File: src/common/cpc_pkg.sv
// Purpose: shared constants for the codec power and clock register bank
// Assumes: 32-bit ahb-lite data, one register per aligned word
// Notes: printed offsets are word indices; byte address is four times the index
package cpc_pkg;
    localparam logic [31:0] CPC_OFF_ID = 32'h0000_0000;
    localparam logic [31:0] CPC_OFF_PWR = 32'h0000_0008;
    localparam logic [31:0] CPC_OFF_CLK = 32'h0000_0010;
    // extra registers, indices times four
    localparam logic [31:0] CPC_OFF_BASS = 32'h0000_0040;
    localparam logic [31:0] CPC_OFF_AVC = 32'h0000_0050;
    // index form of printed offsets, byte address is four times index
    localparam int CPC_IDX_ID = 0;
    localparam int CPC_IDX_PWR = 2;
    localparam int CPC_IDX_CLK = 4;
    localparam int CPC_IDX_BASS = 16;
    localparam int CPC_IDX_AVC = 20;
    localparam logic [15:0] CPC_PWR_MASK = 16'h0073;
    localparam logic [15:0] CPC_CLK_MASK = 16'h003f;
    localparam logic [15:0] CPC_PWR_RESET = 16'h0000;
    localparam logic [15:0] CPC_CLK_RESET = 16'h0008;
    localparam logic [2:0] CPC_DIV_RESET = 3'h1;
    localparam logic CPC_PLL_RESET = 1'b0;
    localparam int CPC_PWR_ADC_BIT = 6;
    localparam int CPC_PWR_DAC_BIT = 5;
    localparam int CPC_PWR_DAP_BIT = 4;
    localparam int CPC_PWR_OUT_BIT = 1;
    localparam int CPC_PWR_IN_BIT = 0;
    localparam int CPC_CLK_DIV_LSB = 4;
    localparam int CPC_CLK_FS_LSB = 2;
    localparam int CPC_CLK_MCLK_LSB = 0;
    localparam logic [1:0] CPC_MCLK_PLL = 2'h3;
    localparam logic [1:0] CPC_HTRANS_NONSEQ = 2'h2;
    localparam logic [1:0] CPC_HTRANS_SEQ = 2'h3;
    // sample rate codes
    typedef enum logic [1:0] {
        CPC_FS_32K = 2'h0,
        CPC_FS_44K1 = 2'h1,
        CPC_FS_48K = 2'h2,
        CPC_FS_96K = 2'h3
    } cpc_fs_t;
endpackage : cpc_pkg

File: src/cpc_regs.sv
// Purpose: codec power enables and clock rate registers on ahb-lite
// Assumes: zero wait states, every response okay
// Notes: unmapped addresses read zero, writes there are dropped
// Operation
// id register upper byte is a read-only part identifier, writes ignored
// id register lower byte is a read-only silicon revision
// power bit 6 enables the adc block
// power bit 5 enables the dac block
// power bit 4 enables the audio processor
// power bit 1 enables serial audio output path
// power bit 0 enables serial audio input path
// rate divide bits 5:4 give system rate divided by 1, 2, 4, 6
// master clock ratio is relative to system rate, not divided rate
// system rate bits 3:2 pick 32, 44.1, 48 or 96 khz, reset 48
// master clock bits 1:0 pick 256, 384, 512 times fs, or pll
// host picks pll when master clock is not a standard ratio
// host powers pll and vco amplifier before choosing pll
// host programs pll dividers before choosing pll
// host ramps bass level to lowest around bass enable toggle
// bass control bit 0 turns bass enhancement on or off
// volume control bit 0 turns automatic volume control on or off
// host writes surround select 3 then ramps width back down
// host ramps surround width to 7 before changing surround enable
// reserved bits read zero and ignore writes
`timescale 1ns/1ps
module cpc_regs #(
    parameter logic [7:0] PART_ID = 8'h5c, // arbitrary value
    parameter logic [7:0] REVISION = 8'h00
) (
    // clock and reset
    input wire logic clk,
    input wire logic resetn,
    // ahb-lite slave
    input wire logic hsel,
    input wire logic [31:0] haddr,
    input wire logic [1:0] htrans,
    input wire logic hwrite,
    input wire logic [2:0] hsize,
    input wire logic [31:0] hwdata,
    input wire logic hready,
    output logic hreadyout,
    output logic hresp,
    output logic [31:0] hrdata,
    // block enables
    output logic adc_block_enable,
    output logic dac_block_enable,
    output logic audio_processor_enable,
    output logic serial_audio_out_enable,
    output logic serial_audio_in_enable,
    // clock configuration
    output logic [1:0] rate_divide,
    output logic [1:0] system_sample_rate,
    output logic [1:0] master_clock_ratio,
    output logic pll_select,
    output logic [2:0] rate_divisor,
    // effects
    output logic bass_enable,
    output logic avc_enable
);
    import cpc_pkg::*;

    // register select, one hot so that a stray code selects nothing
    typedef enum logic [5:0] {
        CPC_SEL_NONE = 6'h01,
        CPC_SEL_ID = 6'h02,
        CPC_SEL_PWR = 6'h04,
        CPC_SEL_CLK = 6'h08,
        CPC_SEL_BASS = 6'h10,
        CPC_SEL_AVC = 6'h20
    } cpc_sel_t;

    // whole address compare; offsets inside a word would alias otherwise
    function automatic cpc_sel_t cpc_decode(input logic [31:0] addr);
        cpc_sel_t sel;
        sel = CPC_SEL_NONE;
        if (addr == CPC_OFF_ID) begin
            sel = CPC_SEL_ID;
        end else if (addr == CPC_OFF_PWR) begin
            sel = CPC_SEL_PWR;
        end else if (addr == CPC_OFF_CLK) begin
            sel = CPC_SEL_CLK;
        end else if (addr == CPC_OFF_BASS) begin
            sel = CPC_SEL_BASS;
        end else if (addr == CPC_OFF_AVC) begin
            sel = CPC_SEL_AVC;
        end
        return sel;
    endfunction : cpc_decode

    // rate divide code to divisor 1, 2, 4 or 6
    function automatic logic [2:0] cpc_div(input logic [1:0] code);
        logic [2:0] d;
        d = 3'h1;
        if (code == 2'h1) begin
            d = 3'h2;
        end else if (code == 2'h2) begin
            d = 3'h4;
        end else if (code == 2'h3) begin
            d = 3'h6;
        end
        return d;
    endfunction : cpc_div

    // reset synchroniser
    logic rst_meta_reg;
    logic rst_meta_next;
    logic rst_sync_reg;
    logic rst_sync_next;
    logic rstn;

    // reset entry is asynchronous, its release waits two edges against metastability
    always_comb begin
        rst_meta_next = 1'b1;
        rst_sync_next = rst_meta_reg;
    end

    always_ff @(posedge clk or negedge resetn) begin
        if (!resetn) begin
            rst_meta_reg <= 1'b0;
            rst_sync_reg <= 1'b0;
        end else begin
            rst_meta_reg <= rst_meta_next;
            rst_sync_reg <= rst_sync_next;
        end
    end

    assign rstn = rst_sync_reg;

    // address phase capture
    logic access;
    cpc_sel_t addr_sel;
    logic wr_pend_reg;
    logic wr_pend_next;
    cpc_sel_t wr_sel_reg;
    cpc_sel_t wr_sel_next;

    // zero wait states: address phase is taken whenever hsel and hready are high and htrans is nonseq or seq
    // hsize is ignored; only whole words are expected
    assign access = hsel && hready && (htrans == CPC_HTRANS_NONSEQ || htrans == CPC_HTRANS_SEQ);
    assign addr_sel = cpc_decode(haddr);

    // write data comes one cycle after its address, so the select is kept
    always_comb begin
        wr_pend_next = access && hwrite;
        wr_sel_next = wr_sel_reg;
        if (access) begin
            wr_sel_next = addr_sel;
        end
    end

    always_ff @(posedge clk or negedge rstn) begin
        if (!rstn) begin
            wr_pend_reg <= 1'b0;
            wr_sel_reg <= CPC_SEL_NONE;
        end else begin
            wr_pend_reg <= wr_pend_next;
            wr_sel_reg <= wr_sel_next;
        end
    end

    // one write strobe per register, all from the held select
    // the id select has no strobe, so writes there change nothing
    logic wr_pwr;
    logic wr_clk;
    logic wr_bass;
    logic wr_avc;

    assign wr_pwr = wr_pend_reg && (wr_sel_reg == CPC_SEL_PWR);
    assign wr_clk = wr_pend_reg && (wr_sel_reg == CPC_SEL_CLK);
    assign wr_bass = wr_pend_reg && (wr_sel_reg == CPC_SEL_BASS);
    assign wr_avc = wr_pend_reg && (wr_sel_reg == CPC_SEL_AVC);

    // power enables
    logic [15:0] pwr_reg;
    logic [15:0] pwr_next;

    // reserved bits masked on the way in, so they can never read back set
    always_comb begin
        pwr_next = pwr_reg;
        if (wr_pwr) begin
            pwr_next = hwdata[15:0] & CPC_PWR_MASK;
        end
    end

    always_ff @(posedge clk or negedge rstn) begin
        if (!rstn) begin
            pwr_reg <= CPC_PWR_RESET;
        end else begin
            pwr_reg <= pwr_next;
        end
    end

    // clock configuration
    logic [15:0] clk_reg;
    logic [15:0] clk_next;
    logic [2:0] divisor_reg;
    logic [2:0] divisor_next;
    logic pll_sel_reg;
    logic pll_sel_next;

    // decoded divisor and pll flag kept in flops beside the field they follow
    always_comb begin
        clk_next = clk_reg;
        if (wr_clk) begin
            clk_next = hwdata[15:0] & CPC_CLK_MASK;
        end
        divisor_next = cpc_div(clk_next[CPC_CLK_DIV_LSB +: 2]);
        // no check of pll power or dividers here; sequencing is up to software
        pll_sel_next = (clk_next[CPC_CLK_MCLK_LSB +: 2] == CPC_MCLK_PLL);
    end

    always_ff @(posedge clk or negedge rstn) begin
        if (!rstn) begin
            clk_reg <= CPC_CLK_RESET;
            divisor_reg <= CPC_DIV_RESET;
            pll_sel_reg <= CPC_PLL_RESET;
        end else begin
            clk_reg <= clk_next;
            divisor_reg <= divisor_next;
            pll_sel_reg <= pll_sel_next;
        end
    end

    // effect switches; level ramps around them stay with the host
    logic bass_reg;
    logic bass_next;
    logic avc_reg;
    logic avc_next;

    always_comb begin
        bass_next = bass_reg;
        avc_next = avc_reg;
        if (wr_bass) begin
            bass_next = hwdata[0];
        end
        if (wr_avc) begin
            avc_next = hwdata[0];
        end
    end

    always_ff @(posedge clk or negedge rstn) begin
        if (!rstn) begin
            bass_reg <= 1'b0;
            avc_reg <= 1'b0;
        end else begin
            bass_reg <= bass_next;
            avc_reg <= avc_next;
        end
    end

    // read data
    logic [31:0] rdata_reg;
    logic [31:0] rdata_next;

    // next values are returned so a read right behind a write sees the new data
    // unmapped reads fall through to zero
    always_comb begin
        rdata_next = 32'h0000_0000;
        if (access && !hwrite) begin
            if (addr_sel == CPC_SEL_ID) begin
                rdata_next = {16'h0000, PART_ID, REVISION};
            end else if (addr_sel == CPC_SEL_PWR) begin
                rdata_next = {16'h0000, pwr_next};
            end else if (addr_sel == CPC_SEL_CLK) begin
                rdata_next = {16'h0000, clk_next};
            end else if (addr_sel == CPC_SEL_BASS) begin
                rdata_next = {31'h0000_0000, bass_next};
            end else if (addr_sel == CPC_SEL_AVC) begin
                rdata_next = {31'h0000_0000, avc_next};
            end
        end
    end

    always_ff @(posedge clk or negedge rstn) begin
        if (!rstn) begin
            rdata_reg <= 32'h0000_0000;
        end else begin
            rdata_reg <= rdata_next;
        end
    end

    // bus response: never stalls, never errors
    assign hreadyout = 1'b1;
    assign hresp = 1'b0;
    assign hrdata = rdata_reg;

    // block enables
    assign adc_block_enable = pwr_reg[CPC_PWR_ADC_BIT];
    assign dac_block_enable = pwr_reg[CPC_PWR_DAC_BIT];
    assign audio_processor_enable = pwr_reg[CPC_PWR_DAP_BIT];
    assign serial_audio_out_enable = pwr_reg[CPC_PWR_OUT_BIT];
    assign serial_audio_in_enable = pwr_reg[CPC_PWR_IN_BIT];

    // clock configuration
    assign rate_divide = clk_reg[CPC_CLK_DIV_LSB +: 2];
    assign rate_divisor = divisor_reg;
    assign system_sample_rate = clk_reg[CPC_CLK_FS_LSB +: 2];
    // ratio is passed as is; it scales the undivided system rate
    assign master_clock_ratio = clk_reg[CPC_CLK_MCLK_LSB +: 2];
    assign pll_select = pll_sel_reg;

    // effects
    assign bass_enable = bass_reg;
    assign avc_enable = avc_reg;
endmodule : cpc_regs

File: config.mk
export PLATFORM = sky130hd
export DESIGN_NAME = cpc_regs
export DESIGN_NICKNAME = d
export VERILOG_FILES = /design/src/common/cpc_pkg.sv /design/src/cpc_regs.sv
export SDC_FILE = /design/constraint.sdc
export NUM_CORES = 1
export LEC_CHECK = 0
export BUFFER_PORTS_ARGS = -buffer_cell sky130_fd_sc_hd__clkbuf_2
export CORE_ASPECT_RATIO = 1.1
export CORE_MARGIN = 2
export CORE_UTILIZATION = 30
export DETAILED_ROUTE_END_ITERATION = 16
export HOLD_SLACK_MARGIN = 0.12
export PLACE_DENSITY_LB_ADDON = 0.25
export SLEW_MARGIN = 10
export SYNTH_ARGS = -nofsm -noshare
export SYNTH_HDL_FRONTEND = slang
export SYNTH_SLANG_ARGS = --single-unit
File: constraint.sdc
create_clock -name clk -period 2.5 [get_ports clk]
set_clock_uncertainty 0.15 [all_clocks]
set_input_delay 0.125 -clock clk [delete_from_list [all_inputs] [get_ports clk]]
set_output_delay 0.125 -clock clk [all_outputs]
set_load 0.03 [all_outputs]
==> reports/qor.yml <==
yosysWarnings: 0
grt_util_all_layers_pct: 12.0
syn_area_per_cell_um2: 12.0
root_buffer: "clkbuf_8"
combPwrFrac_pct: 9.5
syn_inst: 225
yosys_register_bits: 61
first_global_vias: 1805
core_area_mm2: 0.00883
synth_top_area_share_pct: 53.6
cp.required_ns: 2.62
p_switching_uw: 490
crit_type: "in2reg"
tightest_slew_ns: 0.620
fin_nets: 396
cap_violations: 0
cts_tree: "built"
cts_buffers: 9
via_count: 1873
cts.clk_slew.worst_paths_ns: 0.07
grt_antenna_before_repair: 0
timing.hold.ws_ns: 0.138
pin_count: 125
cts_buffer_depth: 2
cp.arrival_ns: 2.18
outcome: "complete, no violations"
dieArea_mm2: 0.00981
fmax_ghz: 0.484
reg2reg_to: "hrdata[2]"
fin_crit_ns: 2.06
p_sw_share_pct: 24.4
vias_per_cell: 4.25
cts_sinks: 61
synth_area_leaders: "dfrtp_1, buf_4, and2_1, mux2_2, nor4_4"
dp_hpwl_um: 3940
intPower_mw: 1.52
start_util_pct: 30.7
crit_fanout: 4
rr_startpoint: "wr_sel_reg[1]"
detail_route.wl_per_cell_um: 12.4
grt_max_degree: 30
cpMaxStageDelayCell: "dlygate4sd3_1"
routabilityCongestion: 0.692
clk-insertion-delay-late_ns: 0.33
cpPeakStageDelay_ns: 0.57
hold_class: "reg2async"
area_growth_pct: 28.6
tns_ns: 0
power_frac_clock_pct: 39.4
dr.pass1.iters: 4
synth_cell_types: 39
crit_buf_inv: 3
fp.dieH_um: 104
first_iter_violations: 32
hold_viol: 0
rsz0062_at_grt: "false"
grt_pass1_wl_um: 9050
wirelength_um: 5460
overflow: 0
cts_htree_levels: 3
io_buffer_count: 77
p_seq_share_pct: 51.1
synth_area_mm2: 0.00271
maxSlewHeadroom_pct: 58.7
cp_top_family: "buffers and inverters"
yosysTopAreaCell: "dfrtp_1"
diodes: 0
drive_gt1_share_pct: 39.1
post-cts-setup-buffers: 0
post-route-period-util_pct: 82.6
end_kind: "flop"
p_leak_nw: 1.71
setup_viol: 0
cellPowerDensity_mw_per_mm2: 576
start_kind: "input pin"
worstRegToRegCells: 6
drtAntennaViolNets: 0
drcViolationCount: 0
fill_cells: 908
dieWidth_um: 94.6
rows: 36
peakVddDrop_v: 0.000183
worstPathCellList: "dlygate4sd3_1, clkbuf_2, nor3_1, nand4_1, nor2_1, nand2_1, o31ai_1, dlygate4sd3_1"
ys_seq_area_share_pct: 56.5
slew_viol_final: 0
cpMostUsedCell: "dlygate4sd3_1"
r2r_setup_slack_ns: 0.45
## power by group through the flow
stage | registers [mW] | clock network (mW) | logic (mW)
after detailed placement | 1.04 | 0 | 0.178
after CTS | 1.03 | 0.819 | 0.194
after global routing | 1.03 | 0.861 | 0.208
after global placement | 1.04 | 0 | 0.175
after floorplan | 1.06 | 0 | 0.115
final | 1.02 | 0.791 | 0.191
## through the flow
step / area, um^2 / std cells / power (mW) / utilization, % / worst slack, ns
floorplan: 2770 / 242 / 1.17 / - / 0.531
global placement: 3140 / 409 / 1.22 / 35.6 / 0.419
detailed placement: 3140 / 409 / 1.22 / 35.6 / 0.416
CTS: 3480 / 441 / 2.04 / 39.5 / 0.406
global route: 3480 / 441 / 2.10 / 39.5 / 0.272
finish: 3480 / 441 / 2.01 / 39.5 / 0.436
## layer usage
layer	up-vias	part of all wire [%]	GRT usage, %
li1	922	-	-
met1	865	44	15.8
met2	75	47	18.3
met3	11	6.6	2.47
met4	0	2.2	6.52
met5	-	0	0
## synthesized netlist by cell type, drive strengths merged
library cell   n
a2111oi        1
a211oi         1
a21o           1
a21oi          2
a22oi          8
a2bb2oi        3
a31o           1
a31oi          4
and2          21
buf           29
clkbuf         3
conb           2
dfrtp         58
dfstp          3
inv           10
mux2          10
mux2i          3
nand2         15
nand2b         2
nand3          3
nand4          6
nor2          18
nor2b          2
nor3           2
nor3b          1
nor4           8
nor4b          1
o2111ai        1
o21ai          2
o31ai          2
or3            1
or4            1
## cell usage in the layout, fill, tap and decap left out, types with 4 or more instances in the layout
| cell type | instances |
|---|---|
| nor4_2 | 4 |
| dlygate4sd3_1 | 16 |
| inv_1 | 10 |
| nor4_4 | 4 |
| clkbuf_8 | 12 |
| a22oi_1 | 8 |
| clkbuf_2 | 77 |
| and2_1 | 20 |
| conb_1 | 19 |
| a31oi_1 | 4 |
| nand4_1 | 4 |
| nor2_1 | 18 |
| buf_4 | 7 |
| nand2_1 | 15 |
| dfrtp_1 | 57 |
| mux2_2 | 9 |
## worst max path at each step
stage,start,to,slack (ns),cells past startpoint
finish,haddr[3],wr_sel_reg[4],0.44,8
detailed placement,haddr[30],hrdata[8],0.42,7
global route,haddr[3],wr_sel_reg[5],0.27,8
global placement,wr_sel_reg[1],hrdata[3],0.42,6
floorplan,rst_sync_reg,avc_enable,0.53,0
CTS,wr_sel_reg[1],hrdata[2],0.41,6
## layout make-up
cell class	count	area, um^2	share of cell area, %
Timing Repair Buffer	101	618	17.7
Sequential cell	61	1530	43.9
Tap cell	114	143	4.09
Clock inverter	1	5.00	0.144
Inverter	10	37.5	1.08
Clock buffer	15	176	5.06
Multi-Input combinational cell	139	973	27.9
## worst register-to-register path: stages, from the launching register on
cell,delay [ns]
dfrtp_1,0.43
nor3b_1,0.22
nand4_1,0.34
buf_4,0.31
mux2_2,0.29
a22oi_1,0.14
nor2_1,0.05
## logic make-up (layout without fill, tap and decap cells)
kind of cell	Yosys count	in the layout	share of synthesized area, %
flops	61	61	56.5
simple gates	81	81	20.7
buf+inv	42	127	9.97
compound gates	26	26	7.16
mux	13	13	5.40
other cells	2	19	0.277
## repair_timing
item	CTS	global route
hold buffers	16	0
resized for setup	0	0
hold endpoints to repair	33	0
(Power assumes the default switching activity.)
